[config.mk]
export PLATFORM = sky130hd
export DESIGN_NAME = fifo_port_host
export DESIGN_NICKNAME = d
export VERILOG_FILES = /design/src/fifo_host_pkg.sv /design/src/sync_if.sv /design/src/fifo_port_host.sv /design/src/pin_sync.sv
export SDC_FILE = /design/constraint.sdc
export NUM_CORES = 1
export LEC_CHECK = 0
export ABC_AREA = 1
export BUFFER_PORTS_ARGS = -buffer_cell sky130_fd_sc_hd__buf_2
export CAP_MARGIN = 20
export CORE_ASPECT_RATIO = 0.8
export CORE_MARGIN = 2
export CORE_UTILIZATION = 55
export CTS_CLUSTER_DIAMETER = 80
export CTS_CLUSTER_SIZE = 40
export DETAILED_ROUTE_END_ITERATION = 7
export MAX_ROUTING_LAYER = met4
export PLACE_DENSITY_LB_ADDON = 0.25
export SETUP_SLACK_MARGIN = 0.2
export SLEW_MARGIN = 20
export SYNTH_ARGS = -nofsm -noshare
export SYNTH_HDL_FRONTEND = slang
export SYNTH_SLANG_ARGS = --single-unit
[constraint.sdc]
create_clock -name clock -period 8.09 [get_ports clock]
set_clock_uncertainty 0.2 [all_clocks]
set_input_delay 0.809 -clock clock [delete_from_list [all_inputs] [get_ports clock]]
set_output_delay 0.809 -clock clock [all_outputs]
set_load 0.005 [all_outputs]
[src/fifo_host_pkg.sv]
// constants, field layouts and state types of the fifo port host
package fifo_host_pkg;

    localparam int CLOCK_MHZ = 100;
    localparam int SETUP_NS = 20;
    localparam int STROBE_NS = 100;
    localparam int CLEAR_NS = 200;
    // least times, so round up to whole cycles
    localparam int SETUP_CYCLES = (SETUP_NS * CLOCK_MHZ + 999) / 1000;
    localparam int STROBE_CYCLES = (STROBE_NS * CLOCK_MHZ + 999) / 1000;
    localparam int CLEAR_CYCLES = (CLEAR_NS * CLOCK_MHZ + 999) / 1000;
    localparam int CNT_W = 8;

    // avalon word addresses
    localparam logic [2:0] REG_CTRL = 3'h0;
    localparam logic [2:0] REG_STATUS = 3'h1;
    localparam logic [2:0] REG_TX = 3'h2;
    localparam logic [2:0] REG_RX = 3'h3;
    localparam logic [2:0] REG_BUS_CMD = 3'h4;
    localparam logic [2:0] REG_BUS_RDATA = 3'h5;

    // control register fields
    localparam int CTRL_HS_EN = 0;
    localparam int CTRL_HS_SEND = 1;
    localparam int CTRL_DIR_DRIVE = 2;
    localparam int CTRL_CLEAR = 3;
    localparam int CTRL_GP_IN = 4;
    localparam int CTRL_CHAIN = 5;
    localparam logic [5:0] CTRL_RESET = 6'h20;

    // bus command fields, data byte in bits 7:0
    localparam int CMD_READ = 8;
    localparam int CMD_CTRL = 9;
    localparam int CMD_DMA = 10;
    localparam int CMD_IRQ_ACKNOWLEDGE_N = 11;

    // status register fields
    localparam int ST_TX_BUSY = 0;
    localparam int ST_RX_VALID = 1;
    localparam int ST_EMPTY = 2;
    localparam int ST_CLEAR_N = 3;
    localparam int ST_DATA_DIR = 4;
    localparam int ST_GP1 = 5;
    localparam int ST_GP3 = 6;
    localparam int ST_IRQ = 7;
    localparam int ST_CHAIN_OUT = 8;
    localparam int ST_REQ_WAIT_N = 9;
    localparam int ST_BUS_BUSY = 10;

    // positions in the synchronised pin vector
    localparam int SY_RFD = 0;
    localparam int SY_DAC = 1;
    localparam int SY_EMPTY = 2;
    localparam int SY_CLEAR_N = 3;
    localparam int SY_DIR = 4;
    localparam int SY_GP1 = 5;
    localparam int SY_GP3 = 6;
    localparam int SY_REQ_N = 7;
    localparam int SY_CHAIN = 8;
    localparam int SY_INT_N = 9;
    localparam int SY_HS_DATA = 10;
    localparam int SY_BUS_DATA = 18;
    localparam int SY_W = 26;

    typedef enum logic [2:0] {
        HS_IDLE = 3'b000,
        HS_SETUP = 3'b001,
        HS_VALID = 3'b010,
        HS_RELEASE = 3'b011,
        HS_RX_READY = 3'b100,
        HS_RX_ACCEPT = 3'b101
    } hs_state_t;

    typedef enum logic [2:0] {
        BUS_IDLE = 3'b000,
        BUS_REQ = 3'b001,
        BUS_SETUP = 3'b010,
        BUS_STROBE = 3'b011,
        BUS_HOLD = 3'b100
    } bus_state_t;

endpackage

[src/sync_if.sv]
// carrier between the host core and its pin synchroniser
`timescale 1ns/1ps
interface sync_if #(parameter int W = 1);
    logic [W-1:0] raw;
    logic [W-1:0] clean;
    modport core (output raw, input clean);
    modport sync (input raw, output clean);
endinterface

[src/fifo_port_host.sv]
// host that drives the fifo handshake port and its processor bus port
//
// Implementation choices: register access over Avalon-MM and the register offsets.
`timescale 1ns/1ps
// Function
// - host pulls valid input low only while its byte is on the lines.
// - host raises the same input high once it has taken the byte.
// - host holds third line high when ready for the next byte.
// - clear line is bidirectional; driving it low discards all bytes.
// - direction line is bidirectional; high flows into port two.
// - DMA controller asserts grant low for each granted transfer.
// - host asserts read strobe low; device then drives the data lines.
// - host asserts write strobe low to write a byte.
// - host holds chip enable low for an access; else strobes ignored.
// - control/data select high marks control, low marks data byte.
// - host asserts acknowledge low to acknowledge a pending interrupt.
// - chain enable passes from higher to lower priority neighbour.
module fifo_port_host (
    input wire logic clock,
    input wire logic rst,
    input wire logic [2:0] avs_address,
    input wire logic avs_read,
    input wire logic avs_write,
    input wire logic [31:0] avs_writedata,
    output logic [31:0] avs_readdata,
    output logic avs_waitrequest,
    input wire logic [7:0] hs_data_in,
    output logic [7:0] hs_data_out,
    output logic hs_data_oe,
    output logic output_enable_n,
    input wire logic ready_or_available_out,
    output logic valid_or_accepted_in,
    input wire logic accepted_or_listener_ready_in,
    output logic accepted_or_listener_ready_out,
    output logic accepted_or_listener_ready_oe,
    input wire logic empty,
    input wire logic clear_n_in,
    output logic clear_n_out,
    output logic clear_n_oe,
    input wire logic data_dir_in,
    output logic data_dir_out,
    output logic data_dir_oe,
    output logic gp_input_bit0,
    input wire logic gp_output_bit1,
    input wire logic gp_output_bit3,
    input wire logic [7:0] bus_data_in,
    output logic [7:0] bus_data_out,
    output logic bus_data_oe,
    input wire logic req_wait_n,
    output logic dma_grant_n,
    output logic read_n,
    output logic write_n,
    output logic chip_enable_n,
    output logic control_select,
    output logic irq_acknowledge_n,
    output logic chain_enable_in,
    input wire logic chain_enable_out,
    input wire logic irq_n
);

    function automatic logic hit(input logic [2:0] a, input logic [2:0] r);
        return a == r;
    endfunction

    ////////////////////////////////////////////////////////////////////////
    // pin synchroniser
    sync_if #(.W(fifo_host_pkg::SY_W)) sy ();
    logic [fifo_host_pkg::SY_W-1:0] s;

    assign sy.raw = {bus_data_in, hs_data_in, irq_n, chain_enable_out,
                     req_wait_n, gp_output_bit3, gp_output_bit1, data_dir_in,
                     clear_n_in, empty, accepted_or_listener_ready_in,
                     ready_or_available_out};
    assign s = sy.clean;

    pin_sync u_sync (
        .clock(clock),
        .rst(rst),
        .port(sy)
    );

    logic rfd_s;
    logic dac_s;
    logic [7:0] hs_data_s;
    logic [7:0] bus_data_s;
    assign rfd_s = s[fifo_host_pkg::SY_RFD];
    assign dac_s = s[fifo_host_pkg::SY_DAC];
    assign hs_data_s = s[fifo_host_pkg::SY_HS_DATA +: 8];
    assign bus_data_s = s[fifo_host_pkg::SY_BUS_DATA +: 8];

    ////////////////////////////////////////////////////////////////////////
    // avalon slave and control register
    logic resp_r;
    logic resp_nxt;
    logic [31:0] rdata_r;
    logic [31:0] rdata_nxt;
    logic [5:0] ctrl_r;
    logic [5:0] ctrl_nxt;
    logic [31:0] status;
    logic blocked;
    logic wr_take;
    logic rd_take;
    logic tx_wr;
    logic rx_rd;
    logic cmd_go;
    logic clear_go;
    logic tx_busy_r;
    logic rx_valid_r;
    logic [7:0] rx_byte_r;
    logic [7:0] bus_rdata_r;
    fifo_host_pkg::bus_state_t bus_r;

    assign wr_take = avs_write && resp_r;
    assign rd_take = avs_read && resp_r;
    assign tx_wr = wr_take && hit(avs_address, fifo_host_pkg::REG_TX);
    assign rx_rd = rd_take && hit(avs_address, fifo_host_pkg::REG_RX);
    assign cmd_go = wr_take && hit(avs_address, fifo_host_pkg::REG_BUS_CMD);
    assign clear_go = wr_take && hit(avs_address, fifo_host_pkg::REG_CTRL)
                      && avs_writedata[fifo_host_pkg::CTRL_CLEAR];
    assign avs_waitrequest = (avs_read || avs_write) && !resp_r;
    assign avs_readdata = rdata_r;

    always_comb begin
        status = 32'h0000_0000;
        status[fifo_host_pkg::ST_TX_BUSY] = tx_busy_r;
        status[fifo_host_pkg::ST_RX_VALID] = rx_valid_r;
        status[fifo_host_pkg::ST_EMPTY] = s[fifo_host_pkg::SY_EMPTY];
        status[fifo_host_pkg::ST_CLEAR_N] = s[fifo_host_pkg::SY_CLEAR_N];
        status[fifo_host_pkg::ST_DATA_DIR] = s[fifo_host_pkg::SY_DIR];
        status[fifo_host_pkg::ST_GP1] = s[fifo_host_pkg::SY_GP1];
        status[fifo_host_pkg::ST_GP3] = s[fifo_host_pkg::SY_GP3];
        status[fifo_host_pkg::ST_IRQ] = !s[fifo_host_pkg::SY_INT_N];
        status[fifo_host_pkg::ST_CHAIN_OUT] = s[fifo_host_pkg::SY_CHAIN];
        status[fifo_host_pkg::ST_REQ_WAIT_N] = s[fifo_host_pkg::SY_REQ_N];
        status[fifo_host_pkg::ST_BUS_BUSY] = bus_r != fifo_host_pkg::BUS_IDLE;
    end

    always_comb begin
        // a byte write waits while the previous one is still pending
        blocked = avs_write && ((hit(avs_address, fifo_host_pkg::REG_TX)
                  && tx_busy_r) || (hit(avs_address, fifo_host_pkg::REG_BUS_CMD)
                  && bus_r != fifo_host_pkg::BUS_IDLE));
        resp_nxt = (avs_read || avs_write) && !resp_r && !blocked;
        rdata_nxt = rdata_r;
        if (resp_nxt && avs_read) begin
            case (avs_address)
                fifo_host_pkg::REG_CTRL: rdata_nxt = {26'h0, ctrl_r};
                fifo_host_pkg::REG_STATUS: rdata_nxt = status;
                fifo_host_pkg::REG_RX: rdata_nxt = {24'h0, rx_byte_r};
                fifo_host_pkg::REG_BUS_RDATA: rdata_nxt = {24'h0, bus_rdata_r};
                default: rdata_nxt = 32'h0000_0000;
            endcase
        end
        ctrl_nxt = ctrl_r;
        if (wr_take && hit(avs_address, fifo_host_pkg::REG_CTRL)) begin
            ctrl_nxt = avs_writedata[5:0];
            ctrl_nxt[fifo_host_pkg::CTRL_CLEAR] = 1'b0;
        end
    end

    always_ff @(posedge clock or posedge rst) begin
        if (rst) begin
            resp_r <= 1'b0;
            rdata_r <= 32'h0000_0000;
            ctrl_r <= fifo_host_pkg::CTRL_RESET;
        end else begin
            resp_r <= resp_nxt;
            rdata_r <= rdata_nxt;
            ctrl_r <= ctrl_nxt;
        end
    end

    logic hs_en;
    logic hs_send;
    assign hs_en = ctrl_r[fifo_host_pkg::CTRL_HS_EN];
    assign hs_send = ctrl_r[fifo_host_pkg::CTRL_HS_SEND];
    assign data_dir_oe = ctrl_r[fifo_host_pkg::CTRL_DIR_DRIVE];
    assign data_dir_out = hs_send;
    assign gp_input_bit0 = ctrl_r[fifo_host_pkg::CTRL_GP_IN];
    assign chain_enable_in = ctrl_r[fifo_host_pkg::CTRL_CHAIN];

    ////////////////////////////////////////////////////////////////////////
    // clear pulse: drives the line low, otherwise leaves it to the device
    logic [fifo_host_pkg::CNT_W-1:0] clr_cnt_r;
    logic [fifo_host_pkg::CNT_W-1:0] clr_cnt_nxt;

    always_comb begin
        clr_cnt_nxt = clr_cnt_r;
        if (clear_go) begin
            clr_cnt_nxt = fifo_host_pkg::CNT_W'(fifo_host_pkg::CLEAR_CYCLES);
        end else if (clr_cnt_r != '0) begin
            clr_cnt_nxt = clr_cnt_r - 1'b1;
        end
    end

    always_ff @(posedge clock or posedge rst) begin
        if (rst) begin
            clr_cnt_r <= '0;
        end else begin
            clr_cnt_r <= clr_cnt_nxt;
        end
    end

    assign clear_n_out = 1'b0;
    assign clear_n_oe = clr_cnt_r != '0;

    ////////////////////////////////////////////////////////////////////////
    // three-wire handshake peripheral
    fifo_host_pkg::hs_state_t hs_r;
    fifo_host_pkg::hs_state_t hs_nxt;
    logic [fifo_host_pkg::CNT_W-1:0] hs_cnt_r;
    logic [fifo_host_pkg::CNT_W-1:0] hs_cnt_nxt;
    logic [7:0] tx_byte_r;
    logic [7:0] tx_byte_nxt;
    logic tx_busy_nxt;
    logic rx_valid_nxt;
    logic [7:0] rx_byte_nxt;
    logic voa_r;
    logic voa_nxt;
    logic lr_r;
    logic lr_nxt;
    logic lr_oe_r;
    logic lr_oe_nxt;
    logic hs_oe_r;
    logic hs_oe_nxt;
    logic oe_n_r;
    logic oe_n_nxt;

    always_comb begin
        hs_nxt = hs_r;
        hs_cnt_nxt = hs_cnt_r;
        tx_byte_nxt = tx_wr ? avs_writedata[7:0] : tx_byte_r;
        tx_busy_nxt = tx_busy_r || tx_wr;
        rx_byte_nxt = rx_byte_r;
        rx_valid_nxt = rx_valid_r && !rx_rd;
        case (hs_r)
            fifo_host_pkg::HS_IDLE: begin
                if (hs_en && hs_send && tx_busy_r && rfd_s) begin
                    hs_nxt = fifo_host_pkg::HS_SETUP;
                    hs_cnt_nxt =
                        fifo_host_pkg::CNT_W'(fifo_host_pkg::SETUP_CYCLES);
                end else if (hs_en && !hs_send) begin
                    hs_nxt = fifo_host_pkg::HS_RX_READY;
                end
            end
            fifo_host_pkg::HS_SETUP: begin
                // byte settles on the lines before valid falls
                if (hs_cnt_r <= 1) begin
                    hs_nxt = fifo_host_pkg::HS_VALID;
                end else begin
                    hs_cnt_nxt = hs_cnt_r - 1'b1;
                end
            end
            fifo_host_pkg::HS_VALID: begin
                if (dac_s) begin
                    hs_nxt = fifo_host_pkg::HS_RELEASE;
                    tx_busy_nxt = 1'b0;
                end
            end
            fifo_host_pkg::HS_RELEASE: begin
                if (!dac_s) begin
                    hs_nxt = fifo_host_pkg::HS_IDLE;
                end
            end
            fifo_host_pkg::HS_RX_READY: begin
                if (!hs_en || hs_send) begin
                    hs_nxt = fifo_host_pkg::HS_IDLE;
                end else if (lr_r && !rfd_s) begin
                    hs_nxt = fifo_host_pkg::HS_RX_ACCEPT;
                    rx_byte_nxt = hs_data_s;
                    rx_valid_nxt = 1'b1; // set wins over a same-cycle read
                end
            end
            fifo_host_pkg::HS_RX_ACCEPT: begin
                if (rfd_s) begin
                    hs_nxt = fifo_host_pkg::HS_IDLE;
                end
            end
            default: hs_nxt = fifo_host_pkg::HS_IDLE;
        endcase
        // pin levels follow the state being entered
        hs_oe_nxt = hs_nxt == fifo_host_pkg::HS_SETUP
                    || hs_nxt == fifo_host_pkg::HS_VALID;
        voa_nxt = hs_send; // idle level differs per direction
        if (hs_nxt == fifo_host_pkg::HS_VALID) begin
            voa_nxt = 1'b0;
        end else if (hs_nxt == fifo_host_pkg::HS_RX_ACCEPT) begin
            voa_nxt = 1'b1;
        end else if (hs_nxt == fifo_host_pkg::HS_RX_READY) begin
            voa_nxt = 1'b0;
        end
        // listener ready only with room, so the device stalls on a full host
        lr_nxt = hs_nxt == fifo_host_pkg::HS_RX_READY && !rx_valid_nxt
                 && !(rfd_s == 1'b0 && !lr_r);
        lr_oe_nxt = hs_en && !hs_send;
        oe_n_nxt = !(hs_en && !hs_send);
    end

    always_ff @(posedge clock or posedge rst) begin
        if (rst) begin
            hs_r <= fifo_host_pkg::HS_IDLE;
            hs_cnt_r <= '0;
            tx_byte_r <= 8'h00;
            tx_busy_r <= 1'b0;
            rx_byte_r <= 8'h00;
            rx_valid_r <= 1'b0;
            voa_r <= 1'b0;
            lr_r <= 1'b0;
            lr_oe_r <= 1'b0;
            hs_oe_r <= 1'b0;
            oe_n_r <= 1'b1;
        end else begin
            hs_r <= hs_nxt;
            hs_cnt_r <= hs_cnt_nxt;
            tx_byte_r <= tx_byte_nxt;
            tx_busy_r <= tx_busy_nxt;
            rx_byte_r <= rx_byte_nxt;
            rx_valid_r <= rx_valid_nxt;
            voa_r <= voa_nxt;
            lr_r <= lr_nxt;
            lr_oe_r <= lr_oe_nxt;
            hs_oe_r <= hs_oe_nxt;
            oe_n_r <= oe_n_nxt;
        end
    end

    assign hs_data_out = tx_byte_r;
    assign hs_data_oe = hs_oe_r;
    assign valid_or_accepted_in = voa_r;
    assign accepted_or_listener_ready_out = lr_r;
    assign accepted_or_listener_ready_oe = lr_oe_r;
    assign output_enable_n = oe_n_r;

    ////////////////////////////////////////////////////////////////////////
    // processor bus master, with dma and interrupt acknowledge cycles
    fifo_host_pkg::bus_state_t bus_nxt;
    logic [11:0] cmd_r;
    logic [11:0] cmd_nxt;
    logic [fifo_host_pkg::CNT_W-1:0] bcnt_r;
    logic [fifo_host_pkg::CNT_W-1:0] bcnt_nxt;
    logic [7:0] bus_rdata_nxt;
    logic [6:0] pins_r;
    logic [6:0] pins_nxt;
    logic sel;
    logic strobe;
    logic is_rd;
    logic is_dma;
    logic is_ack;

    assign is_rd = cmd_nxt[fifo_host_pkg::CMD_READ]
                   || cmd_nxt[fifo_host_pkg::CMD_IRQ_ACKNOWLEDGE_N];
    assign is_dma = cmd_nxt[fifo_host_pkg::CMD_DMA];
    assign is_ack = cmd_nxt[fifo_host_pkg::CMD_IRQ_ACKNOWLEDGE_N];

    always_comb begin
        bus_nxt = bus_r;
        bcnt_nxt = bcnt_r;
        cmd_nxt = cmd_go ? avs_writedata[11:0] : cmd_r;
        bus_rdata_nxt = bus_rdata_r;
        case (bus_r)
            fifo_host_pkg::BUS_IDLE: begin
                if (cmd_go) begin
                    bus_nxt = avs_writedata[fifo_host_pkg::CMD_DMA]
                              ? fifo_host_pkg::BUS_REQ
                              : fifo_host_pkg::BUS_SETUP;
                    bcnt_nxt =
                        fifo_host_pkg::CNT_W'(fifo_host_pkg::SETUP_CYCLES);
                end
            end
            fifo_host_pkg::BUS_REQ: begin
                if (!s[fifo_host_pkg::SY_REQ_N]) begin
                    bus_nxt = fifo_host_pkg::BUS_SETUP;
                end
            end
            fifo_host_pkg::BUS_SETUP: begin
                if (bcnt_r <= 1) begin
                    bus_nxt = fifo_host_pkg::BUS_STROBE;
                    bcnt_nxt =
                        fifo_host_pkg::CNT_W'(fifo_host_pkg::STROBE_CYCLES);
                end else begin
                    bcnt_nxt = bcnt_r - 1'b1;
                end
            end
            fifo_host_pkg::BUS_STROBE: begin
                if (bcnt_r > 1) begin
                    bcnt_nxt = bcnt_r - 1'b1;
                end else if (is_dma || s[fifo_host_pkg::SY_REQ_N]) begin
                    // a cpu cycle is stretched while wait is held low
                    bus_nxt = fifo_host_pkg::BUS_HOLD;
                    bcnt_nxt =
                        fifo_host_pkg::CNT_W'(fifo_host_pkg::SETUP_CYCLES);
                    if (is_rd) begin
                        bus_rdata_nxt = bus_data_s;
                    end
                end
            end
            fifo_host_pkg::BUS_HOLD: begin
                if (bcnt_r <= 1) begin
                    bus_nxt = fifo_host_pkg::BUS_IDLE;
                end else begin
                    bcnt_nxt = bcnt_r - 1'b1;
                end
            end
            default: bus_nxt = fifo_host_pkg::BUS_IDLE;
        endcase
        sel = bus_nxt == fifo_host_pkg::BUS_SETUP
              || bus_nxt == fifo_host_pkg::BUS_STROBE
              || bus_nxt == fifo_host_pkg::BUS_HOLD;
        strobe = bus_nxt == fifo_host_pkg::BUS_STROBE;
        // {oe, ack_n, grant_n, ce_n, cd, wr_n, rd_n}
        pins_nxt[0] = !(strobe && is_rd);
        pins_nxt[1] = !(strobe && !is_rd);
        pins_nxt[2] = sel && cmd_nxt[fifo_host_pkg::CMD_CTRL];
        pins_nxt[3] = !(sel && !is_dma && !is_ack);
        pins_nxt[4] = !(sel && is_dma);
        pins_nxt[5] = !(sel && is_ack);
        pins_nxt[6] = sel && !is_rd;
    end

    always_ff @(posedge clock or posedge rst) begin
        if (rst) begin
            bus_r <= fifo_host_pkg::BUS_IDLE;
            bcnt_r <= '0;
            cmd_r <= 12'h000;
            bus_rdata_r <= 8'h00;
            pins_r <= 7'h3B;
        end else begin
            bus_r <= bus_nxt;
            bcnt_r <= bcnt_nxt;
            cmd_r <= cmd_nxt;
            bus_rdata_r <= bus_rdata_nxt;
            pins_r <= pins_nxt;
        end
    end

    assign read_n = pins_r[0];
    assign write_n = pins_r[1];
    assign control_select = pins_r[2];
    assign chip_enable_n = pins_r[3];
    assign dma_grant_n = pins_r[4];
    assign irq_acknowledge_n = pins_r[5];
    assign bus_data_oe = pins_r[6];
    assign bus_data_out = cmd_r[7:0];

endmodule // fifo_port_host

[src/pin_sync.sv]
// three-flop synchroniser bank for asynchronous pin inputs
`timescale 1ns/1ps
module pin_sync (
    input wire logic clock,
    input wire logic rst,
    sync_if.sync port
);
    localparam int W = $bits(port.raw);

    genvar i;
    generate
        for (i = 0; i < W; i = i + 1) begin : g_bit
            logic s1_r;
            logic s2_r;
            logic s3_r;
            logic clean_r;
            logic clean_nxt;
            // a change counts only once the second and third stages agree
            always_comb begin
                clean_nxt = clean_r;
                if (s2_r == s3_r) begin
                    clean_nxt = s3_r;
                end
            end
            always_ff @(posedge clock or posedge rst) begin
                if (rst) begin
                    s1_r <= 1'b0;
                    s2_r <= 1'b0;
                    s3_r <= 1'b0;
                    clean_r <= 1'b0;
                end else begin
                    s1_r <= port.raw[i];
                    s2_r <= s1_r;
                    s3_r <= s2_r;
                    clean_r <= clean_nxt;
                end
            end
            assign port.clean[i] = clean_r;
        end
    endgenerate
endmodule // pin_sync

# Yosys cells after proc, flatten, opt, wreduce, memory -nomap -nowiden
# Index checks and enable logic that the tools add are counted.
classes:
  add_sub_neg: 3
  multipliers: 0
  div: 0
  order_cmp: 3
  n_eq_ne: 52
  shifts: 0
  muxes: 38
  bitwise_logic: 3
  n_reduce_logical: 70
ops:
  columns: ["operator", "count"]
  rows:
  - ["8-bit two-way mux", 9]
  - ["11-bit one-hot mux with 4 select lines", 1]
  - ["3-bit two-way mux", 14]
  - ["8-bit one-hot mux with 4 select lines", 1]
  - ["1-bit logical AND", 30]
  - ["3-bit by 2-bit equality test with 1-bit output, second input constant", 9]
  - ["1-bit equality test", 26]
  - ["3-bit equality test, second input constant", 8]
  - ["8-bit by 1-bit subtractor with 8-bit output, second input constant", 3]
  - ["1-bit zero test", 19]
  - ["3-bit one-hot mux with 6 select lines", 1]
  - ["8-bit by 1-bit less-or-equal comparator with 1-bit output, second input constant", 2]
  - ["8-bit one-hot mux with 2 select lines", 1]
  - ["3-bit one-hot mux with 5 select lines", 1]
  - ["3-bit by 1-bit equality test with 1-bit output, second input constant", 4]
  - ["12-bit two-way mux", 1]
  - ["3-bit zero test", 3]
  - ["1-bit logical OR", 9]
  - ["8-bit by 1-bit > comparator with 1-bit output, second input constant", 1]
  - ["1-bit two-way mux", 8]
  - ["2-bit != test, second input constant", 4]
  - ["4-bit AND reduction", 2]
  - ["8-bit nonzero test", 1]
  - ["3-bit AND reduction", 2]
  - ["other kinds (6)", 9]
word_totals:
  ff_bits: 222
  latchBits: 0
  ram_bits: 0
  mem_bits_ro: 0
  in_bits: 65
  out_inout_bits: 67
  wordCells: 294
  mem_count: 0

# Longest topological paths before layout
# Gate-level depths: netlist of run 1.
depth:
  depth_word: 13
  depth_mapped: 11
  ltp_nobuf: 11

# By module
# Synthesis of run 1 repeated with hierarchy kept, for this count alone.
hier_totals:
  hier_cells: 837
  hier_area_um2: 8157.8
modules_own_cells:
  columns: ["module", "n_inst", "cells_each", "area_each_um2", "seq_area_each_um2"]
  rows:
  - ["fifo_port_host", 1, 602, 4933.5, 2436.1]
  - ["pin_sync", 1, 235, 3224.3, 2602.5]

# Least setup slack after synthesis of run 1
# OpenSTA, ideal clock, no wires.
synth_timing:
  path_kind: "flip-flop to output port"
  from: "reg clr_cnt_r[0] (netlist bit)"
  to: "out clear_n_oe"
  arrival_ns: 1.106
  required_time_ns: 7.081
  setup_slack_ns: 5.975
  path_stages_with_launch: 6
  path_buffers: 0
  path_cell_list: "dfrtp_1 > inv_1 > ha_1 > nand2_1 > nor2_1 > nand4_2"
synth_between:
  elab_chain_cells: 1
synth_lines:
  columns: ["element", "line", "text"]
  rows:
  - ["start: declaration", "fifo_port_host.sv:184", "logic [fifo_host_pkg::CNT_W-1:0] clr_cnt_r;"]
  - ["start signal: assignment", "fifo_port_host.sv:200", "clr_cnt_r <= clr_cnt_nxt;"]
  - ["8-bit nonzero test", "fifo_port_host.sv:205", "assign clear_n_oe = clr_cnt_r != '0;"]
  - ["end: declaration", "fifo_port_host.sv:39", "output logic clear_n_oe,"]
# No other way between the ends.

# Worst setup path after layout of run 1
# Same ends and word-level chain as after synthesis.

==> flow_metrics.env, run 1 <==
export IMPL_status="finished, final reports clean"
export IMPL_ant_nets=0
export IMPL_synth_area_mm2=0.007865
export IMPL_maxSlewHeadroom=0.3584
export IMPL_num_vias=5063
export IMPL_die_w_um=137.7
export IMPL_overflow=0
export IMPL_synth_top_family_by_area="simple AND/OR/NAND/NOR gates"
export IMPL_avgViaCountPerCell=5.073
export IMPL_worst_pin_slew_ns=0.9624
export IMPL_setup_tns_ns=0
export IMPL_rsz0062_at_grt="no"
export IMPL_io_buffers=89
export IMPL_grt_total_usage=0.2024
export IMPL_synth_top_cell_area_share=0.6172
export IMPL_cts_made_buffers=9
export IMPL_die_h_um=111.0
export IMPL_cap_viol_max_count=0
export IMPL_endpoint_kind="output pin"
export IMPL_grt_max_degree=121
export IMPL_synth_cell_type_count=44
export IMPL_fmax_mhz=332.4
export IMPL_p_int_mw=1.722
export IMPL_total_leakage_power_nw=4.268
export IMPL_coreArea_mm2=0.01410
export IMPL_path_class="reg -> out"
export IMPL_path_cells="inv_1 > ha_1 > nand2_1 > nor2_1 > nand4_2 > buf_2"
export IMPL_switching_share=0.3515
export IMPL_seqPwrFrac=0.509
export IMPL_hp_start="u_sync.g_bit[20].s1_r"
export IMPL_cts_root_buffer="clkbuf_16"
export IMPL_clk_latency_ns=0.46
export IMPL_pwr_share_comb=0.295
export IMPL_switching_power_uw=933.3
export IMPL_die_area_mm2=0.01528
export IMPL_synth_flop_cell="dfrtp_1"
export IMPL_syn_to_final_growth_pct=9.609
export IMPL_cts_tree="done"
export IMPL_slew_viol_final=0
export IMPL_ys_ff_latch=201
export IMPL_grt_pass1_vias=4952
export IMPL_nets=881
export IMPL_netlist_top_cell_by_area="dfrtp_1"
export IMPL_final_common_cell="dfrtp_1"
export IMPL_clk_pin_slew_worst_paths_ns=0.13
export IMPL_p_total_mw=2.655
export IMPL_post_dp_cell_area_mm2=0.008347
export IMPL_vdd_ir_drop_max_uv=205.8
export IMPL_drt_wl_total_um=14090
export IMPL_clock_sinks=201
export IMPL_synth_cells=730
export IMPL_synthAdderAreaFrac=0.04104
export IMPL_worstPathMaxFanout=9
export IMPL_synth_compound_area_frac=0.07238
export IMPL_drt_iter0_markers=353
export IMPL_synth_area_leaders="dfrtp_1, nand2_1, inv_1"
export IMPL_drive_gt1_frac=0.1823
export IMPL_initial_core_util=0.5577
export IMPL_worstPathRequired_ns=7.08
export IMPL_yosysWarnings=0
export IMPL_syn_area_per_cell_um2=10.77
export IMPL_grt_first_pass_wirelength_um=24120
export IMPL_pre_cts_slack_ns=5.310
export IMPL_globalplace_congestion=0.8546
export IMPL_cts_resized=0
export IMPL_cp_num_buf_inv=2
export IMPL_min_path_type="reg -> reg"
export IMPL_synth_simple_gate_area_frac=0.1549
export IMPL_post_dp_hpwl_um=10000
export IMPL_cts_htree_levels=1
export IMPL_start_kind="flip-flop"
export IMPL_antenna_found_initial=2
export IMPL_slowest_stage="dfrtp_1"
export IMPL_drt_wirelength_per_cell_um=14.12
export IMPL_crit_family="simple AND/OR/NAND/NOR gates"
export IMPL_fin_ws_ns=5.082
export IMPL_cpPeakStageDelay_ns=0.38
export IMPL_num_rows=39
export IMPL_p_per_area_mw_per_mm2=308.0
export IMPL_period_needed_ns=3.008
export IMPL_clock_power_share=0.197
export IMPL_cts_path_max_buffers=3
export IMPL_layout_common_cells="dfrtp_1, nand2_1, buf_2"
export IMPL_holdBufCountCts=0
export IMPL_r2r_start="bcnt_r[0]"
export IMPL_setup_viol_count_final=0
export IMPL_drcViolationCount=0
export IMPL_worstSetupStartpoint="clr_cnt_r[0]"
export IMPL_finalCritPeriodShare=0.3718
export IMPL_post_cts_setup_buffer_count=0
export IMPL_postLayoutCoreUtil=0.6113
export IMPL_synthMuxAreaShare=0.004295
export IMPL_cp_arrival_ns=2.00
export IMPL_first_pass_iters=5
export IMPL_finalHoldViolCount=0
export IMPL_synth_seq_area_share=0.6406
export IMPL_async_flop_share=1.000
export IMPL_synthXorXnorAreaFrac=0.01002
export IMPL_finalInstanceArea_mm2=0.008621
export IMPL_synth_edf_count=0
export IMPL_ioPinCount=132
[Yosys cell counts, drive strengths merged (5+ instances only)]
master and n:
dfrtp 194, maj3 26, a21oi 12, nand3 45
nor3 6, ha 5, nand4 18, dfstp 7
o211ai 6, nand2 139, inv 83, o21ai 55
xor2 8, nor2 57, buf 37
[stage by stage]
step / std cells / hold WS (ns)
final: 998 / 0.1624
after global routing: 998 / 0.1686
after CTS: 996 / 0.1647
after detailed placement: 984 / 0.1347
after global placement: 984 / 0.1318
after floorplan: 751 / 0.1312
[power by group through the flow]
stage                     clock network [mW]  logic (mW)  registers (mW)
after detailed placement                   0       0.786            1.37
after floorplan                            0       0.607            1.34
after global routing                   0.577       0.911            1.37
final                                  0.522       0.783            1.35
after CTS                              0.541       0.789            1.35
after global placement                     0       0.765            1.36
[path summary, 6_finish.rpt]
path | endpoint | slack (ns) | cells past startpoint
worst max-delay path | clear_n_oe | 5.08 | 6
worst min-delay path | u_sync.g_bit[20].s2_r | 0.16 | 0
worst max register to register | bcnt_r[2] | 5.64 | 10
worst min register to register | u_sync.g_bit[20].s2_r | 0.16 | 0
max in group asynchronous | u_sync.g_bit[16].s2_r | 5.90 | 3
min in group asynchronous | u_sync.g_bit[10].s1_r | 0.27 | 2
[layout make-up]
cell class / instances / area [um2]
repair buffers: 90 / 452.9
inverters: 83 / 319.1
diodes: 2 / 5.005
clock inverters: 3 / 43.79
fillers: 1167 / 5482
multi-input cells: 426 / 2306
well taps: 184 / 230.2
flip-flops and latches: 201 / 5039
clock buffers: 9 / 225.2
[state kept, by name, summed over array words and instances (netlist names)]
| name | count |
|---|---|
| u_sync.g_bit.s2_r | 26 |
| ctrl_r | 5 |
| pins_r | 7 |
| bcnt_r | 8 |
| accepted_or_listener_ready_out | 1 |
| avs_readdata | 11 |
| accepted_or_listener_ready_oe | 1 |
| tx_busy_r | 1 |
| output_enable_n | 1 |
| resp_r | 1 |
| u_sync.g_bit.s3_r | 26 |
| rx_valid_r | 1 |
| hs_cnt_r | 8 |
| rx_byte_r | 8 |
| cmd_r | 12 |
| hs_r | 3 |
| u_sync.g_bit.clean_r | 26 |
| valid_or_accepted_in | 1 |
| bus_r | 3 |
| bus_rdata_r | 8 |
| u_sync.g_bit.s1_r | 26 |
| hs_data_oe | 1 |
| clr_cnt_r | 8 |
| hs_data_out | 8 |
[logic make-up after synthesis]
| kind of cell | after synthesis |
|---|---|
| multiplexers | 3 |
| other | 1 |
| AND/OR/NAND/NOR | 269 |
| AO/OA/AOI/OAI | 92 |
| XOR/XNOR | 9 |
| adder cells (fa/ha/maj) | 31 |
| buffers and inverters | 124 |
| flip-flops | 201 |
[layer usage]
metal | share of wire | wire length [um] | global-route usage
met4 | 0.026 | 368 | 0.05102
met2 | 0.45 | 6411 | 0.3088
met1 | 0.47 | 6582 | 0.2949
met3 | 0.052 | 731 | 0.02378
met5 | 0 | 0 | -
[worst reg2reg max path: stages (launching register included)]
cell and delay, ns:
dfrtp_1 0.42, inv_1 0.14, ha_1 0.29, nor2_1 0.08
nor2_1 0.10, nand2_1 0.35, nor2_2 0.31, nand4_1 0.17
nand3_2 0.20, nand2_1 0.08, nand2_1 0.08
No activity file was read; power rests on OpenSTA's default activity.
==> inputs of run 2 (changes only) <==
clock period = 2.9 ns   (was 8.09 ns; I/O delays follow)
==> run 2 against run 1 <==
  * Clock power increased to 2.9 times the previous value
  * Sequential power increased to 2.8 times the previous value
  * Largest power group unchanged
  * Design area increased by 5.2%
  * Critical path depth unchanged
  * Via count increased by 3.3%
  * First-iteration DRC count decreased by 31%
  * Worst hold slack got worse by 0.11 ns
  * Non-clock buffer count increased by 44
  * Clock-buffer cell count increased by 2
  * Global-route usage increased by 1.0 points
  * Sequential share of layout area decreased by 2.9 points
  * Largest cell class unchanged
==> flow_metrics.env, run 2 (same netlist as run 1, synthesis figures left out) <==
export IMPL_fin_ws_ns=0.4316
export IMPL_slowest_stage="dfrtp_1"
export IMPL_layout_common_cells="dfrtp_1, nand2_1, buf_2"
export IMPL_r2r_start="bus_r[0]"
export IMPL_cts_htree_levels=1
export IMPL_min_path_cells=4
export IMPL_nets=925
export IMPL_finalCritPeriodShare=0.8512
export IMPL_num_rows=39
export IMPL_drcViolationCount=0
export IMPL_total_leakage_power_nw=4.458
export IMPL_syn_to_final_growth_pct=15.29
export IMPL_coreArea_mm2=0.01410
export IMPL_status="finished, final reports clean"
export IMPL_worstPathMaxFanout=9
export IMPL_final_common_cell="dfrtp_1"
export IMPL_worstPathRequired_ns=2.41
export IMPL_initial_core_util=0.5577
export IMPL_crit_family="simple AND/OR/NAND/NOR gates"
export IMPL_slew_viol_final=0
export IMPL_setup_viol_count_final=0
export IMPL_hp_start="avs_read"
export IMPL_grt_first_pass_wirelength_um=25320
export IMPL_die_h_um=111.0
export IMPL_path_class="reg -> out"
export IMPL_antenna_found_initial=2
export IMPL_avgViaCountPerCell=5.013
export IMPL_drt_wirelength_per_cell_um=14.34
export IMPL_crit_reg2reg_capture="avs_readdata[6]"
export IMPL_cts_resized=0
export IMPL_cpPeakStageDelay_ns=0.39
export IMPL_endpoint_kind="output pin"
export IMPL_io_buffers=89
export IMPL_cts_tree="done"
export IMPL_worst_pin_slew_ns=0.8430
export IMPL_drt_iter0_markers=244
export IMPL_post_dp_hpwl_um=10340
export IMPL_die_area_mm2=0.01528
export IMPL_fmax_mhz=405.1
export IMPL_reg2reg_depth=7
export IMPL_clock_sinks=201
export IMPL_cts_root_buffer="clkbuf_16"
export IMPL_num_vias=5229
export IMPL_setup_tns_ns=0
export IMPL_ioPinCount=132
export IMPL_maxSlewHeadroom=0.4380
export IMPL_post_cts_setup_buffer_count=0
export IMPL_clk_pin_slew_worst_paths_ns=0.13
export IMPL_grt_pass1_vias=5268
export IMPL_rsz0062_at_grt="no"
export IMPL_cp_num_buf_inv=2
export IMPL_drive_gt1_frac=0.1774
export IMPL_cts_made_buffers=9
export IMPL_globalplace_congestion=0.8615
export IMPL_p_per_area_mw_per_mm2=834.0
export IMPL_ant_nets=0
export IMPL_pre_cts_slack_ns=0.6701
export IMPL_start_kind="flip-flop"
export IMPL_grt_max_degree=168
export IMPL_min_path_type="in -> reg"
export IMPL_rrSetupSlack_ns=0.64
export IMPL_finalHoldViolCount=0
export IMPL_cts_path_max_buffers=3
export IMPL_hold_path_end="rx_valid_r"
export IMPL_period_needed_ns=2.468
export IMPL_cp_arrival_ns=1.98
export IMPL_path_cells="inv_1 > ha_1 > nand2_1 > nor2_1 > nand4_2 > buf_2"
export IMPL_drt_wl_total_um=14950
export IMPL_cap_viol_max_count=0
export IMPL_vdd_ir_drop_max_uv=608.1
export IMPL_die_w_um=137.7
export IMPL_first_pass_iters=7
export IMPL_grt_total_usage=0.2128
export IMPL_clk_latency_ns=0.47
export IMPL_overflow=0
-- run 2: what timing repair did --
item | in CTS | in global routing
setup endpoints to repair | 0 | 0
endpoints found under the hold margin | 247 | 0
hold buffers | 39 | 0
-- run 2: final cells by class --
| class | count | area, um2 |
|---|---|---|
| inverters | 83 | 315.3 |
| well taps | 184 | 230.2 |
| multi-input cells | 426 | 2306 |
| flip-flops and latches | 201 | 5039 |
| clock buffers | 11 | 232.7 |
| clock inverters | 2 | 46.29 |
| repair buffers | 134 | 893.4 |
| diodes | 2 | 5.005 |
| fillers | 1138 | 5035 |
-- run 2: routing by layer --
layer / track usage / part of all wire / wire length [um] / vias to the layer above
met5: - / 0 / 0 / -
met4: 0.06667 / 0.027 / 409 / 0
met3: 0.02606 / 0.039 / 586 / 31
met2: 0.3234 / 0.47 / 6959 / 147
met1: 0.3048 / 0.47 / 6998 / 2483
li1: - / - / - / 2568
-- run 2: worst reg2reg max path, cell delays in order (launching register included) --
cell and delay [ns]:
dfrtp_1 0.50, nor2_4 0.18, nand2_2 0.09, nand3_1 0.07
o21ai_1 0.10, a21boi_2 0.16, nand2_1 0.50, o21ai_0 0.39
-- run 2: how the worst max path moves through the flow --
stage / startpoint / end / slack (ns) / cells after the start
global placement: bcnt_r[0] / bcnt_r[2] / 0.74 / 11
CTS: clr_cnt_r[0] / clear_n_oe / 0.42 / 6
global route: clr_cnt_r[0] / clear_n_oe / 0.22 / 6
detailed placement: bus_r[0] / avs_readdata[10] / 0.67 / 7
floorplan: rst / accepted_or_listener_ready_oe / -0.19 / 1
finish: clr_cnt_r[0] / clear_n_oe / 0.43 / 6
-- run 2: metrics by stage --
| stage | utilization | cell area, um2 | hold slack, ns | cells | total power, mW |
|---|---|---|---|---|---|
| after global routing | 0.6430 | 9067 | 0.09221 | 1043 | 8.122 |
| after floorplan | - | 7948 | 0.1214 | 751 | 5.422 |
| after global placement | 0.5952 | 8393 | 0.1319 | 989 | 5.965 |
| final | 0.6430 | 9067 | 0.05689 | 1043 | 7.562 |
| after detailed placement | 0.5952 | 8393 | 0.1347 | 989 | 6.070 |
| after CTS | 0.6426 | 9062 | 0.05598 | 1041 | 7.624 |
-- run 2: power by group --
part | total, mW | switching [mW] | internal [mW]
clock | 1.50 | 0.825 | 0.678
combinational | 2.29 | 1.42 | 0.874
sequential | 3.77 | 0.379 | 3.39
total | 7.56 | 2.62 | 4.94
==> inputs of run 3 (changes only) <==
CORE_UTILIZATION = 50   (was 55)
clock period = 2.15 ns   (was 2.9 ns; I/O delays follow)
==> run 3 against run 2 <==
  * First-iteration DRC count is 34% higher
  * Combinational power is 66% higher
  * Utilization is 1.6 points lower
  * Global-route usage is 1.5 points lower
  * Worst setup slack worse by 0.21 ns
  * Clock power is 31% higher
==> flow_metrics.env, run 3 (same netlist as run 1, synthesis figures left out) <==
export IMPL_hp_start="avs_address[2]"
export IMPL_drcViolationCount=0
export IMPL_route_met2_wl_um=7756
export IMPL_clk_pin_slew_worst_paths_ns=0.13
export IMPL_io_buffers=89
export IMPL_dr_wl_met3_um=755
export IMPL_finalHoldViolCount=0
export IMPL_nets=959
export IMPL_cts_tree="done"
export IMPL_clk_latency_ns=0.47
export IMPL_layout_common_cells="dfrtp_1, nand2_1, buf_2"
export IMPL_grt_pass1_vias=5355
export IMPL_rrSetupSlack_ns=0.24
export IMPL_cap_viol_max_count=0
export IMPL_grt_max_degree=72
export IMPL_crit_reg2reg_capture="bcnt_r[3]"
export IMPL_num_rows=40
export IMPL_slew_viol_final=0
export IMPL_drt_iter0_markers=327
export IMPL_top_layer="met4"
export IMPL_maxSlewHeadroom=0.6438
export IMPL_vdd_ir_drop_max_uv=819.4
export IMPL_fin_ws_ns=0.2262
export IMPL_p_per_area_mw_per_mm2=1142
export IMPL_grt_first_pass_wirelength_um=25590
export IMPL_ioPinCount=132
export IMPL_avgViaCountPerCell=5.014
export IMPL_drt_wl_total_um=16080
export IMPL_die_w_um=144.2
export IMPL_drive_gt1_frac=0.2404
export IMPL_syn_to_final_growth_pct=21.19
export IMPL_overflow=0
export IMPL_pre_cts_slack_ns=0.1873
export IMPL_min_path_type="in -> reg"
export IMPL_globalplace_congestion=0.8415
export IMPL_finalCritPeriodShare=0.8948
export IMPL_cts_path_max_buffers=3
export IMPL_first_pass_iters=5
export IMPL_fmax_mhz=519.8
export IMPL_min_path_cells=4
export IMPL_die_area_mm2=0.01676
export IMPL_worstPathRequired_ns=1.74
export IMPL_path_class="reg -> out"
export IMPL_period_needed_ns=1.924
export IMPL_coreArea_mm2=0.01521
export IMPL_r2r_start="bus_r[1]"
export IMPL_clock_sinks=201
export IMPL_cp_arrival_ns=1.51
export IMPL_cts_made_buffers=9
export IMPL_m1WireLength_um=7158
export IMPL_worst_pin_slew_ns=0.5323
export IMPL_num_vias=5520
export IMPL_initial_core_util=0.5169
export IMPL_cts_htree_levels=1
export IMPL_total_leakage_power_nw=4.645
export IMPL_start_kind="flip-flop"
export IMPL_dp_cells=1026
export IMPL_hold_path_end="cmd_r[8]"
export IMPL_ant_nets=0
export IMPL_die_h_um=116.2
export IMPL_reg2reg_depth=8
export IMPL_grt_total_usage=0.1978
export IMPL_endpoint_kind="output pin"
export IMPL_post_dp_hpwl_um=10790
export IMPL_antenna_found_initial=1
export IMPL_cts_root_buffer="clkbuf_16"
export IMPL_drt_wirelength_per_cell_um=14.61
export IMPL_status="finished, final reports clean"
export IMPL_worstPathMaxFanout=2
export IMPL_fin_cells=1101
export IMPL_final_common_cell="dfrtp_1"
export IMPL_setup_viol_count_final=0
export IMPL_rsz0062_at_grt="yes"
run 3: cell types whose count changed in the layout (fill, tap and decap cells not counted), moves of 3 or more:
cell / change
buf_4: +27
nand2_1: -11
nand2_2: +9
inv_1: -8
inv_2: +8
buf_6: +4
ha_1: -4
ha_4: +4
nor2_1: -3
nor2_4: +3
run 3: layout make-up:
cell class / instances / area (um2)
well taps: 210 / 262.8
repair buffers: 168 / 1196
clock buffers: 9 / 225.2
flip-flops and latches: 201 / 5040
fillers: 1225 / 5683
clock inverters: 3 / 40.04
multi-input cells: 426 / 2450
diodes: 1 / 2.502
inverters: 83 / 315.3
run 3: worst max-delay path by stage:
stage                     slack [ns]          from                             to  cells past startpoint
after global placement          0.22   hs_cnt_r[0]                    hs_cnt_r[6]                      9
final                           0.23  clr_cnt_r[1]                     clear_n_oe                      6
after CTS                       0.18   hs_cnt_r[0]           valid_or_accepted_in                      9
after detailed placement        0.19     bcnt_r[1]                      bcnt_r[1]                     12
after floorplan                -0.86           rst  accepted_or_listener_ready_oe                      1
after global routing            0.10     bcnt_r[1]                      bcnt_r[7]                     12
run 3: worst max-delay path, stage by stage, from the launching register on:
cell and delay [ns]:
dfrtp_1 0.43, inv_2 0.08, ha_4 0.15, nand2_4 0.05
nor2_4 0.11, nand4_4 0.09, buf_6 0.13
run 3: stage by stage:
stage | util | instance area [um2] | power (mW) | setup TNS [ns] | hold WS [ns]
floorplan | - | 7948 | 7.313 | -168.55 | 0.04643
global placement | 0.5609 | 8533 | 8.123 | 0 | 0.1225
detailed placement | 0.5609 | 8533 | 8.286 | 0 | 0.1243
CTS | 0.6112 | 9299 | 10.48 | 0 | 0.03508
global route | 0.6265 | 9532 | 11.63 | 0 | 0.003831
finish | 0.6265 | 9532 | 10.88 | 0 | 0.002802
run 3: metal layers:
metal,up-vias,global-route usage
li1,2632,-
met3,32,0.02829
met1,2678,0.2571
met4,0,0.05113
met2,178,0.3330
met5,-,-
run 3: where the power goes:
part           total, mW  internal, mW  leakage (nW)  switching [mW]
Combinational       3.80          1.57          2.07            2.23
Clock               1.97         0.812         0.131            1.16
Sequential          5.12          4.57          2.45           0.546
Total               10.9          6.95          4.64            3.93
run 3: repair_timing:
item,4_1_cts,5_1_grt
pin swaps,2,14
setup endpoints to repair,15,36
hold buffers,41,0
setup buffers,4,16
hold endpoints to repair,260,0
cloned,0,1
resized for setup,14,33
